### src/ovrs_regs.svh
// Purpose: offsets, field positions, limit percentages and timing figures of the output voltage reset supervisor
// Assumes: pclk at 100 MHz; APB slave with 32-bit data, one aligned word per register
// Notes:   times keep their printed unit; cycle counts derive from them and the clock period
// How it works
// - reset line released inside the voltage window, pulled low outside it
// - release after soft-start completes and then the power-on delay elapses
// - resistor code latched once at initialization, then held unchanged
// - feedback below undervoltage limit pulls reset low after blanking
// - undervoltage recovery needs limit plus hysteresis, then the in-run delay
// - feedback above overvoltage limit pulls reset low after blanking
// - overvoltage recovery needs limit minus hysteresis, then the in-run delay
// - overvoltage limit is fixed; only undervoltage limit and delays selectable
// - excursions shorter than blanking time leave the reset released
// - codes 0..3: 0.06 ms / 0.03 ms, limits -8, -14, -25, -40 percent
// - codes 4..7: 1.9 ms / 1.3 ms, limits -8, -14, -25, -40 percent
// - codes 8..10: 7.7/5.1 ms with -14,-25,-40; codes 11,12: 15.4/10.2 ms
// - open or highest code: 7.7 ms / 5.1 ms with -8 percent
// - percentages refer to the nominal 5 V feedback level
// - overvoltage limit at plus seven percent, one percent hysteresis
`ifndef OVRS_REGS_SVH
`define OVRS_REGS_SVH

`define OVRS_REG_STATUS      12'h000
`define OVRS_REG_MASK        12'h004
`define OVRS_REG_CTRL        12'h008
`define OVRS_REG_STATE       12'h00C
`define OVRS_REG_CONFIG      12'h010

`define OVRS_EVT_UV          0
`define OVRS_EVT_OV          1
`define OVRS_EVT_ASSERT      2
`define OVRS_EVT_RELEASE     3
`define OVRS_EVT_GLITCH      4
`define OVRS_CTRL_FORCE      0

`define OVRS_CODE_OPEN       4'hD

`define OVRS_NOM_MV          16'h1388
`define OVRS_PCT_FULL        8'h64
`define OVRS_UV_PCT_0        8'h08
`define OVRS_UV_PCT_1        8'h0E
`define OVRS_UV_PCT_2        8'h19
`define OVRS_UV_PCT_3        8'h28
`define OVRS_OV_PCT          8'h07
`define OVRS_HYS_PCT         8'h01

`define OVRS_CLK_PERIOD_NS   10.0
`define OVRS_T_PON_0_MS      0.06
`define OVRS_T_PON_1_MS      1.9
`define OVRS_T_PON_2_MS      7.7
`define OVRS_T_PON_3_MS      15.4
`define OVRS_T_RUN_0_MS      0.03
`define OVRS_T_RUN_1_MS      1.3
`define OVRS_T_RUN_2_MS      5.1
`define OVRS_T_RUN_3_MS      10.2
`define OVRS_T_BLANK_US      5.0
`define OVRS_MS_TO_CYC(t)    ($rtoi((t) * 1.0E6 / `OVRS_CLK_PERIOD_NS + 0.5))
`define OVRS_US_TO_CYC(t)    ($rtoi((t) * 1.0E3 / `OVRS_CLK_PERIOD_NS + 0.5))

`endif

### src/ovrs_pkg.sv
// Purpose: shared types of the output voltage reset supervisor
// Assumes: nothing beyond the register header
// Notes:   comparator flags arrive from the analog side as one group
package ovrs_pkg;

	typedef enum logic [5:0] {
		ST_OFF   = 6'h01,
		ST_SOFT  = 6'h02,
		ST_PON   = 6'h04,
		ST_RUN   = 6'h08,
		ST_FAULT = 6'h10,
		ST_RECOV = 6'h20
	} ovrs_state_e;

	typedef struct packed {
		logic uv_below;
		logic uv_above_hys;
		logic ov_above;
		logic ov_below_hys;
	} ovrs_cmp_s;

	typedef struct packed {
		logic [3:0] code;
		logic [1:0] dly_grp;
		logic [1:0] uv_sel;
	} ovrs_cfg_s;

	typedef struct packed {
		logic [15:0] undervoltage_limit;
		logic [15:0] undervoltage_clear;
		logic [15:0] overvoltage_limit;
		logic [15:0] overvoltage_clear;
	} ovrs_lim_s;

	typedef logic [4:0] ovrs_evt_t;

endpackage

### src/ovrs_supervisor.sv
// Purpose: output voltage reset supervisor with open-drain reset line and APB register file
// Assumes: comparator flags, enable, soft-start done and the resistor code come from the analog side
// Notes:   the resistor code is a static strap, so a plain two-stage sync per bit is enough
//
// Local design decisions: the APB slave port and the placing of the registers.
`timescale 1ns/100ps
`include "ovrs_regs.svh"
module ovrs_supervisor #(
	parameter int unsigned CNT_W     = 24,
	parameter int unsigned ADDR_W    = 12,
	parameter int unsigned PON_CYC_0 = `OVRS_MS_TO_CYC(`OVRS_T_PON_0_MS),
	parameter int unsigned PON_CYC_1 = `OVRS_MS_TO_CYC(`OVRS_T_PON_1_MS),
	parameter int unsigned PON_CYC_2 = `OVRS_MS_TO_CYC(`OVRS_T_PON_2_MS),
	parameter int unsigned PON_CYC_3 = `OVRS_MS_TO_CYC(`OVRS_T_PON_3_MS),
	parameter int unsigned RUN_CYC_1 = `OVRS_MS_TO_CYC(`OVRS_T_RUN_1_MS),
	parameter int unsigned RUN_CYC_2 = `OVRS_MS_TO_CYC(`OVRS_T_RUN_2_MS),
	parameter int unsigned RUN_CYC_3 = `OVRS_MS_TO_CYC(`OVRS_T_RUN_3_MS)
) (
	input  wire logic                pclk,
	input  wire logic                presetn,
	input  wire logic                clk_en,
	input  wire logic                psel,
	input  wire logic                penable,
	input  wire logic                pwrite,
	input  wire logic [ADDR_W-1:0]   paddr,
	input  wire logic [31:0]         pwdata,
	output logic      [31:0]         prdata,
	output logic                     pready,
	output logic                     pslverr,
	input  wire logic                regulator_enable,
	input  wire logic                soft_start_done,
	input  wire ovrs_pkg::ovrs_cmp_s feedback_sense,
	input  wire logic [3:0]          delay_select_pin,
	output ovrs_pkg::ovrs_lim_s      limits,
	input  wire logic                reset_out_n_i,
	output logic                     reset_out_n_o,
	output logic                     reset_out_n_oe,
	output logic                     irq
);
	import ovrs_pkg::*;

	localparam int unsigned RUN_CYC_0 = `OVRS_MS_TO_CYC(`OVRS_T_RUN_0_MS);
	localparam int unsigned BLANK_CYC = `OVRS_US_TO_CYC(`OVRS_T_BLANK_US);

	if (CNT_W > 32 || ADDR_W < 5 || ADDR_W > 32 || BLANK_CYC < 1 || RUN_CYC_0 < 1 ||
	    PON_CYC_0 < 1 || PON_CYC_1 < 1 || PON_CYC_2 < 1 || PON_CYC_3 < 1 ||
	    RUN_CYC_1 < 1 || RUN_CYC_2 < 1 || RUN_CYC_3 < 1 ||
	    PON_CYC_0 >= 2**CNT_W || PON_CYC_1 >= 2**CNT_W || PON_CYC_2 >= 2**CNT_W ||
	    PON_CYC_3 >= 2**CNT_W || RUN_CYC_1 >= 2**CNT_W || RUN_CYC_2 >= 2**CNT_W ||
	    RUN_CYC_3 >= 2**CNT_W || BLANK_CYC >= 2**CNT_W) begin : g_chk
		$error("supervisor parameters out of range");
	end

	typedef struct packed {
		ovrs_state_e st;
		logic        rel;
		ovrs_cfg_s   cfg;
		ovrs_lim_s   lim;
		ovrs_evt_t   status;
		ovrs_evt_t   mask;
		logic        force_low;
		logic        irq;
		logic [31:0] rdata;
		logic        out_prev;
		ovrs_cmp_s   cmp_s1;
		ovrs_cmp_s   cmp_s2;
		logic        en_s1;
		logic        en_s2;
		logic        ss_s1;
		logic        ss_s2;
		logic        line_s1;
		logic        line_s2;
		logic [3:0]  code_s1;
		logic [3:0]  code_s2;
	} ovrs_sup_s;

	localparam ovrs_sup_s SUP_RST = '{st: ST_OFF, default: '0};

	ovrs_sup_s        q;
	ovrs_sup_s        n;
	logic             bad;
	logic             bad_run;
	logic             blank_expired;
	logic             dly_expired;
	logic             dly_clear;
	logic             dly_run;
	logic [CNT_W-1:0] dly_limit;
	logic             setup;
	logic             access;
	logic             hit;
	logic [31:0]      rd_word;
	ovrs_evt_t        evt;
	ovrs_evt_t        clr;

	// resistor code table: delay group and undervoltage step
	function automatic ovrs_cfg_s decode_code(input logic [3:0] c);
		ovrs_cfg_s r;
		r.code = c;
		unique case (c)
			4'h0, 4'h1, 4'h2, 4'h3: begin
				r.dly_grp = 2'h0;
				r.uv_sel  = c[1:0];
			end
			4'h4, 4'h5, 4'h6, 4'h7: begin
				r.dly_grp = 2'h1;
				r.uv_sel  = c[1:0];
			end
			4'h8, 4'h9, 4'hA: begin
				r.dly_grp = 2'h2;
				r.uv_sel  = 2'(c - 4'h7);
			end
			4'hB, 4'hC: begin
				r.dly_grp = 2'h3;
				r.uv_sel  = 2'(c - 4'hB);
			end
			default: begin
				r.dly_grp = 2'h2;
				r.uv_sel  = 2'h0;
			end
		endcase
		return r;
	endfunction

	// share of the nominal feedback level, in millivolts
	function automatic logic [15:0] pct_mv(input logic [7:0] pct);
		return 16'((32'(`OVRS_NOM_MV) * 32'(pct)) / 32'(`OVRS_PCT_FULL));
	endfunction

	function automatic ovrs_lim_s limits_of(input ovrs_cfg_s c);
		ovrs_lim_s  l;
		logic [7:0] uv;
		unique case (c.uv_sel)
			2'h0: uv = `OVRS_UV_PCT_0;
			2'h1: uv = `OVRS_UV_PCT_1;
			2'h2: uv = `OVRS_UV_PCT_2;
			2'h3: uv = `OVRS_UV_PCT_3;
		endcase
		l.undervoltage_limit = pct_mv(8'(`OVRS_PCT_FULL - uv));
		l.undervoltage_clear = pct_mv(8'(`OVRS_PCT_FULL - uv + `OVRS_HYS_PCT));
		l.overvoltage_limit  = pct_mv(8'(`OVRS_PCT_FULL + `OVRS_OV_PCT));
		l.overvoltage_clear  = pct_mv(8'(`OVRS_PCT_FULL + `OVRS_OV_PCT - `OVRS_HYS_PCT));
		return l;
	endfunction

	function automatic logic [CNT_W-1:0] pon_cyc(input logic [1:0] g);
		unique case (g)
			2'h0: return CNT_W'(PON_CYC_0);
			2'h1: return CNT_W'(PON_CYC_1);
			2'h2: return CNT_W'(PON_CYC_2);
			2'h3: return CNT_W'(PON_CYC_3);
		endcase
	endfunction

	function automatic logic [CNT_W-1:0] run_cyc(input logic [1:0] g);
		unique case (g)
			2'h0: return CNT_W'(RUN_CYC_0);
			2'h1: return CNT_W'(RUN_CYC_1);
			2'h2: return CNT_W'(RUN_CYC_2);
			2'h3: return CNT_W'(RUN_CYC_3);
		endcase
	endfunction

	assign bad     = q.cmp_s2.uv_below | q.cmp_s2.ov_above;
	assign bad_run = bad && (q.st == ST_RUN);

	// blanking filter: counts only while out of window in normal run
	ovrs_timer #(
		.CNT_W (CNT_W)
	) u_blank (
		.pclk    (pclk),
		.presetn (presetn),
		.ce      (clk_en),
		.clear   (!bad_run),
		.run     (bad_run),
		.limit   (CNT_W'(BLANK_CYC)),
		.expired (blank_expired)
	);

	assign dly_run   = (q.st == ST_PON) || (q.st == ST_RECOV);
	assign dly_clear = (n.st != q.st);
	assign dly_limit = (q.st == ST_PON) ? pon_cyc(q.cfg.dly_grp) : run_cyc(q.cfg.dly_grp);

	ovrs_timer #(
		.CNT_W (CNT_W)
	) u_delay (
		.pclk    (pclk),
		.presetn (presetn),
		.ce      (clk_en),
		.clear   (dly_clear),
		.run     (dly_run),
		.limit   (dly_limit),
		.expired (dly_expired)
	);

	assign setup  = psel && !penable;
	assign access = psel && penable;
	assign hit    = (paddr == ADDR_W'(`OVRS_REG_STATUS)) || (paddr == ADDR_W'(`OVRS_REG_MASK)) ||
	                (paddr == ADDR_W'(`OVRS_REG_CTRL)) || (paddr == ADDR_W'(`OVRS_REG_STATE)) ||
	                (paddr == ADDR_W'(`OVRS_REG_CONFIG));

	always_comb begin
		rd_word = 32'h0000_0000;
		if (paddr == ADDR_W'(`OVRS_REG_STATUS)) begin
			rd_word = {27'h0, q.status};
		end else if (paddr == ADDR_W'(`OVRS_REG_MASK)) begin
			rd_word = {27'h0, q.mask};
		end else if (paddr == ADDR_W'(`OVRS_REG_CTRL)) begin
			rd_word = {31'h0, q.force_low};
		end else if (paddr == ADDR_W'(`OVRS_REG_STATE)) begin
			rd_word = {20'h0, q.line_s2, q.cmp_s2, q.rel, q.st};
		end else if (paddr == ADDR_W'(`OVRS_REG_CONFIG)) begin
			rd_word = {24'h0, q.cfg};
		end
	end

	always_comb begin
		n   = q;
		evt = '0;
		clr = '0;

		n.cmp_s1  = feedback_sense;
		n.cmp_s2  = q.cmp_s1;
		n.en_s1   = regulator_enable;
		n.en_s2   = q.en_s1;
		n.ss_s1   = soft_start_done;
		n.ss_s2   = q.ss_s1;
		n.line_s1 = reset_out_n_i;
		n.line_s2 = q.line_s1;
		n.code_s1 = delay_select_pin;
		n.code_s2 = q.code_s1;

		unique case (q.st)
			ST_OFF: begin
				if (q.en_s2) begin
					n.st  = ST_SOFT;
					n.cfg = decode_code(q.code_s2);
				end
			end
			ST_SOFT: begin
				if (q.ss_s2) begin
					n.st = ST_PON;
				end
			end
			ST_PON: begin
				if (dly_expired) begin
					n.st = bad ? ST_FAULT : ST_RUN;
					evt[`OVRS_EVT_UV] = q.cmp_s2.uv_below;
					evt[`OVRS_EVT_OV] = q.cmp_s2.ov_above;
				end
			end
			ST_RUN: begin
				if (blank_expired) begin
					n.st = ST_FAULT;
					evt[`OVRS_EVT_UV] = q.cmp_s2.uv_below;
					evt[`OVRS_EVT_OV] = q.cmp_s2.ov_above;
				end
			end
			ST_FAULT: begin
				if (q.cmp_s2.uv_above_hys && q.cmp_s2.ov_below_hys) begin
					n.st = ST_RECOV;
				end
			end
			ST_RECOV: begin
				if (bad) begin
					n.st = ST_FAULT;
					evt[`OVRS_EVT_UV] = q.cmp_s2.uv_below;
					evt[`OVRS_EVT_OV] = q.cmp_s2.ov_above;
				end else if (dly_expired) begin
					n.st = ST_RUN;
				end
			end
		endcase
		if (!q.en_s2) begin
			n.st = ST_OFF;
		end

		n.lim      = limits_of(n.cfg);
		n.out_prev = bad_run;
		n.rel      = (n.st == ST_RUN) && !q.force_low;
		evt[`OVRS_EVT_GLITCH]  = q.out_prev && !bad_run && (q.st == ST_RUN);
		evt[`OVRS_EVT_ASSERT]  = q.rel && !n.rel;
		evt[`OVRS_EVT_RELEASE] = !q.rel && n.rel;

		if (setup && !pwrite) begin
			n.rdata = rd_word;
		end
		if (access && hit && pwrite) begin
			if (paddr == ADDR_W'(`OVRS_REG_MASK)) begin
				n.mask = pwpack(pwdata);
			end
			if (paddr == ADDR_W'(`OVRS_REG_CTRL)) begin
				n.force_low = pwdata[`OVRS_CTRL_FORCE];
			end
		end
		// clear only the bits software was shown; a new event still wins
		if (access && !pwrite && (paddr == ADDR_W'(`OVRS_REG_STATUS))) begin
			clr = q.rdata[4:0];
		end
		n.status = (q.status & ~clr) | evt;
		n.irq    = |(n.status & n.mask);
	end

	function automatic ovrs_evt_t pwpack(input logic [31:0] w);
		return w[4:0];
	endfunction

	always_ff @(posedge pclk or negedge presetn) begin
		if (!presetn) begin
			q <= SUP_RST;
		end else if (clk_en) begin
			q <= n;
		end
	end

	assign prdata         = q.rdata;
	assign pready         = 1'b1;
	assign pslverr        = access && !hit;
	assign limits         = q.lim;
	assign reset_out_n_o  = 1'b0;
	assign reset_out_n_oe = !q.rel;
	assign irq            = q.irq;

endmodule

### src/ovrs_timer.sv
// Purpose: up counter that reports when it has reached a limit
// Assumes: limit is at least one and stable while running
// Notes:   clear has priority over run; the count stops at the limit
`timescale 1ns/100ps
module ovrs_timer #(
	parameter int unsigned CNT_W = 24
) (
	input  wire logic             pclk,
	input  wire logic             presetn,
	input  wire logic             ce,
	input  wire logic             clear,
	input  wire logic             run,
	input  wire logic [CNT_W-1:0] limit,
	output logic                  expired
);
	import ovrs_pkg::*;

	typedef struct packed {
		logic [CNT_W-1:0] cnt;
	} ovrs_tmr_s;

	ovrs_tmr_s q;
	ovrs_tmr_s n;

	if (CNT_W < 1 || CNT_W > 32) begin : g_chk
		$error("timer width out of range");
	end

	assign expired = (q.cnt == limit);

	always_comb begin
		n = q;
		if (clear) begin
			n.cnt = '0;
		end else if (run && !expired) begin
			n.cnt = q.cnt + 1'b1;
		end
	end

	always_ff @(posedge pclk or negedge presetn) begin
		if (!presetn) begin
			q <= '0;
		end else if (ce) begin
			q <= n;
		end
	end

endmodule

### config.mk
export PLATFORM = sky130hd
export DESIGN_NAME = ovrs_supervisor
export DESIGN_NICKNAME = d
export VERILOG_FILES = /design/src/ovrs_pkg.sv /design/src/ovrs_supervisor.sv /design/src/ovrs_timer.sv
export VERILOG_INCLUDE_DIRS = /design/src
export SDC_FILE = /design/constraint.sdc
export NUM_CORES = 1
export LEC_CHECK = 0
export BUFFER_PORTS_ARGS = -buffer_cell sky130_fd_sc_hd__buf_2
export CORE_MARGIN = 5
export CORE_UTILIZATION = 61
export DETAILED_ROUTE_END_ITERATION = 8
export PLACE_DENSITY_LB_ADDON = 0.2
export SLEW_MARGIN = 25
export SYNTH_ARGS = -nofsm -noshare
export SYNTH_HDL_FRONTEND = slang
export SYNTH_SLANG_ARGS = --single-unit
### constraint.sdc
create_clock -name pclk -period 11.3 [get_ports pclk]
set_clock_uncertainty 0.1 [all_clocks]
set_input_delay 1.695 -clock pclk [delete_from_list [all_inputs] [get_ports pclk]]
set_output_delay 1.695 -clock pclk [all_outputs]
set_load 0.01 [all_outputs]
==> impl_metrics.toml, run 1 <==
[status]
status = "finished clean"

[timing]
holdWs_ns = 0.370
final.setup.tns_ns = 0
slew-limit-headroom_pct = 34.0
fmax_mhz = 213
finalMaxSlewViolations = 0
period_minus_slack_ns = 4.69
worst_slew_pin_slew_ns = 0.982
min_period_over_period_pct = 41.5
finalHoldViolCount = 0
rsz0062_at_grt = "no"
finalSetupViolCount = 0

[synthesis]
synth_area_leaders = "dfrtp_1 36%, buf_4 8.4%, mux2_2 5.6%"
yosys_warnings = 0
ys_ff_latch = 130
yosysTopAreaCell = "dfrtp_1"
avgSynthCellArea_um2 = 8.99
synth-edff-count = 0
synth_cells = 992
synth_ff_type = "dfrtp_1"
netlist_area_um2 = 8920
yosysSeqAreaShare_pct = 36.5
synth_top_area_share_pct = 36.2
async_flop_share_pct = 100
netlist-cell-type-count = 86

[worst_setup_path]
timing.rr.end = "limits[43]"
r2r_cells = 15
worstSetupPathType = "in -> reg"
arrival_ns = 4.93
path_cells = "buf_4 -> clkinv_1 -> a21oi_1 -> nand4_1 -> or4_1 -> a21o_1 -> o21ai_1"
r2r-start = "q[0]"
path_max_fanout = 48
max_stage_delay_ns = 0.82
end_kind = "flop"
cp-start-kind = "primary input"
worst_ep_required_time_ns = 11.55
reg2reg_slack_ns = 7.32
crit_slowest_cell = "clkinv_1"

[cts]
htree_levels = 4
cts.path.max_buffers = 2
clock-sinks = 130
cts_hold_buf = 0
post-cts-setup-buffers = 0
clk_latency_ns = 0.43
numCtsBuffers = 17
cts_tree = "done"
cts_root_buffer = "clkbuf_16"
path_clk_slew_ns = 0.06
cts.repair.resized = 0

[placed_design]
hpwl_um = 14500
gp_congestion = 0.896
placed_area_um2 = 8850
place_inst = 1167
port_buffers = 89

[layout]
final_area_um2 = 9390
finalNetCount = 1096
fillers = 1207
area_growth_pct = 5.35
antenna_cells = 0
drive_gt1_share_pct = 19.5
instances_no_fill = 1198

[global_route]
track_usage_pct = 24.6
grt_pass1_wl_um = 33400
antenna_found_initial = 0
grt_max_degree = 77
gr-total-overflow = 0
grt_pass1_vias = 6654

[floorplanning]
ios = 162
fp-row-count = 44
die_h_um = 131
core-area_um2 = 14400
start_util_pct = 61.8
die-area_um2 = 17100
dieWidth_um = 131

[routing]
initialDrtViolationCount = 594
via_per_inst = 5.99
drtPass1Iterations = 6
vias = 7175
remaining_drc_errors = 0
totalWireLength_um = 20400
ant_nets = 0
routedWlPerCell_um = 17.1

[job]
maxCapViolations = 0

[power]
cellLeakagePower_nw = 4.18
peakVddDrop_mv = 0.140
p_per_area_nw_per_um2 = 173

[worst_hold_path]
hold_class = "reg -> reg"
min_from = "limits[55]"
hold_path_end = "limits[55]"
holdPathStages = 1
## where the power goes
part / switching, mW / internal, mW
clock network: 0.216 / 0.287
logic: 0.322 / 0.213
registers: 0.0612 / 0.523
## per-stage QoR
stage,power (mW),util (%),worst slack (ns)
detailed placement,1.12,61.3,6.22
global route,1.72,65.1,6.38
global placement,1.11,61.3,6.24
finish,1.62,65.1,6.61
CTS,1.63,65.1,6.66
floorplan,1.02,-,7.11
## kinds of logic after synthesis
group,after synthesis,share of synthesized area [%]
adder cells (fa/ha/maj),33,4.63
buffers and inverters,187,12.4
AND/OR/NAND/NOR,336,20.2
flip-flops,130,36.5
XOR/XNOR,28,2.75
AO/OA/AOI/OAI,226,17.2
other,2,0.0842
multiplexers,50,6.29
## state kept, by name, summed over array words and instances, names as in the netlist
signal	cells
u_delay.q	24
u_blank.q	24
irq	1
q	38
prdata	12
limits	20
n	11
## worst max path at each step
| stage | from | to | slack [ns] | cells after the start |
|---|---|---|---|---|
| global route | clk_en | u_delay.q[15] | 6.38 | 8 |
| detailed placement | clk_en | u_delay.q[7] | 6.22 | 7 |
| floorplan | paddr[3] | pslverr | 7.11 | 3 |
| CTS | clk_en | u_delay.q[7] | 6.66 | 7 |
| finish | clk_en | u_delay.q[7] | 6.61 | 7 |
| global placement | clk_en | u_delay.q[7] | 6.24 | 7 |
## worst max-delay path: cells and delay by family
| kind | cells | cell delay, ns |
|---|---|---|
| AOI/OAI and AO/OA | 3 | 0.86 |
| and+or+nand+nor | 2 | 1.11 |
| buffers and inverters | 2 | 1.25 |
## cell usage in the layout (no fill, tap or decap), drive strengths merged, types with 10 or more instances in the layout
master and count:
dfrtp 129, buf 93, nor2 81, nand2 73, o21ai 59, inv 46
conb 45, mux2 45, a21oi 40, nand3 39, ha 33, nor3 22
a22o 19, xor2 18, clkbuf 18, and3 16, a31oi 16, nor2b 14
nand4 13, nor4 13, o31ai 12, xnor2 10
## final cells by class
class | instances | area [µm²] | share of cell area (%)
tap | 184 | 230 | 2.45
multi-input combinational | 718 | 4720 | 50.3
clock buffer | 18 | 439 | 4.68
sequential | 130 | 3250 | 34.6
timing repair buffer | 93 | 488 | 5.19
clock inverter | 13 | 103 | 1.09
inverter | 42 | 158 | 1.68
## Yosys cell counts (all sizes together) (8+ instances only)
cell type and instances:
dfrtp 129, buf 113, nor2 81, nand2 73, o21ai 59, mux2 45, inv 41, a21oi 40
nand3 39, ha 33, clkbuf 32, nor3 22, a22o 19, xor2 18, a31oi 16, and3 16
nor2b 14, nand4 13, nor4 13, o31ai 12, xnor2 10, and2 9, or3 9, or4 8
## metal layers
layer	global-route usage (%)	vias to the layer above	part of all wire, %
li1	-	3433	-
met1	34.2	3422	44
met2	37.0	278	46
met3	5.49	42	7.4
met4	10.4	0	2.7
met5	0	-	0
(Power assumes the default switching activity.)
==> run 2: changes to the inputs <==
Settings changed: CORE_UTILIZATION 61 to 52.
Clock period 11.3 ns to 4.05 ns, I/O delays scaled along.
==> run 2 against run 1 <==
- global-route usage is 2.8 points lower
- sequential share of layout area is 0.86 points lower
- utilization decreased by 7.4 points
- clock power rose to 3.1 times the previous value
- power grew to 2.9 times the previous value
- flip-flop and latch count did not move
- non-clock buffer count rose by 20
- clock-buffer cell count shrank 1
- first-iteration DRC count is 2.0% higher
- cell area is 2.6% higher
- routed wire length is 5.9% higher
- critical endpoint is now limits[43]
- largest power group unchanged
- highest routed layer unchanged
==> impl_metrics.toml, run 2 (synthesized netlist as in run 1, its figures left out) <==
[cts]
cts_root_buffer = "clkbuf_16"
cts_hold_buf = 0
clock-sinks = 130
htree_levels = 4
numCtsBuffers = 17
post-cts-setup-buffers = 0
clk_latency_ns = 0.43
path_clk_slew_ns = 0.07
cts.repair.resized = 0
cts_tree = "done"
cts.path.max_buffers = 2

[worst_setup_path]
r2r-start = "q[144]"
worstSetupPathType = "reg -> reg"
path_max_fanout = 8
cp-startpoint = "q[144]"
end_kind = "flop"
cp-start-kind = "flop"
worst_ep_required_time_ns = 4.26
arrival_ns = 3.97

[floorplanning]
fp-row-count = 47
die_h_um = 141
core-area_um2 = 16700
start_util_pct = 53.4
dieWidth_um = 141
ios = 162
die-area_um2 = 19900

[global_route]
grt_pass1_vias = 6880
track_usage_pct = 21.8
grt_max_degree = 86
antenna_found_initial = 0
grt_pass1_wl_um = 35200
gr-total-overflow = 0

[routing]
totalWireLength_um = 21700
vias = 7226
routedWlPerCell_um = 17.3
drtPass1Iterations = 6
remaining_drc_errors = 0
via_per_inst = 5.76
initialDrtViolationCount = 606
ant_nets = 0

[job]
maxCapViolations = 0

[timing]
worst_slew_pin_slew_ns = 0.964
fmax_mhz = 266
min_period_over_period_pct = 92.8
finalHoldViolCount = 0
slew-limit-headroom_pct = 35.3
finalMaxSlewViolations = 0
finalSetupViolCount = 0
period_minus_slack_ns = 3.76
final.setup.tns_ns = 0
rsz0062_at_grt = "no"
holdWs_ns = 0.143
finalWorstSetupSlack_ns = 0.290

[layout]
final_common_cell = "dfrtp_1"
multi_input_area_um2 = 4720
final_cell_mix = "129 x dfrtp_1, 87 x buf_2, 80 x nor2_1"
final_area_um2 = 9630
reg_top3 = "q: 38 flops, u_blank.q: 24 flops, u_delay.q: 24 flops"
final_util_pct = 57.7
largest_register = "q"
area_growth_pct = 8.04
instances_no_fill = 1255
fillers = 1553
seqCellArea_um2 = 3250
largest_reg_flops = 38
antenna_cells = 0
drive_gt1_share_pct = 21.2
finalNetCount = 1116

[status]
status = "finished clean"

[power]
cellLeakagePower_nw = 4.31
p_total_mw = 4.70
p_per_area_nw_per_um2 = 488
peakVddDrop_mv = 0.349

[worst_hold_path]
hold_class = "in -> async"

[placed_design]
post-place-ws_ns = 0.350
port_buffers = 89
hpwl_um = 15600
gp_congestion = 0.887
place_inst = 1223
placed_area_um2 = 9040
==> run 2: cell types whose count changed in the layout (fill, tap and decap cells not counted) <==
cell / change
clkbuf_8: -1
buf_6: -1
inv_8: +2
clkinv_8: +1
clkinv_4: +2
bufinv_16: +1
clkinv_2: -2
clkinvlp_4: -3
buf_4: +21
inv_6: +1
==> run 2: final timing paths <==
check	to	slack (ns)	depth (start not counted)
worst max-delay path	limits[43]	0.29	14
max in group asynchronous	q[137]	2.86	2
worst min register to register	limits[55]	0.37	1
worst max register to register	limits[43]	0.29	14
min in group pclk	n[2]	0.31	2
worst min-delay path	limits[51]	0.14	1
==> run 2: final cells by class <==
class	count	share of cell area, %
Inverter	42	1.64
Timing Repair Buffer	113	6.58
Clock buffer	17	4.42
Clock inverter	15	1.71
Sequential cell	130	33.8
Multi-Input combinational cell	718	49.0
Tap cell	220	2.86
==> run 2: critical path, cell delays in order (launching register included) <==
cell	delay [ns]
dfrtp_1	0.49
nor4bb_1	0.42
nand2_1	0.20
o31ai_1	0.42
buf_4	0.23
ha_1	0.33
ha_1	0.34
and2_1	0.18
nor2_1	0.08
o21ai_0	0.12
a41oi_1	0.25
a21oi_1	0.09
o211ai_1	0.10
o2111ai_1	0.14
o21a_1	0.16
==> run 2: power by group <==
group	internal, mW	total [mW]	switching [mW]
clock network	0.873	1.54	0.665
logic	0.628	1.55	0.919
registers	1.46	1.62	0.157
==> run 2: routing by layer <==
layer	routed length, µm	share of wire, %	global-route usage (%)
met1	9840	45	29.9
met2	10000	46	34.3
met3	1240	5.7	3.83
met4	522	2.4	8.67
met5	0	0	0
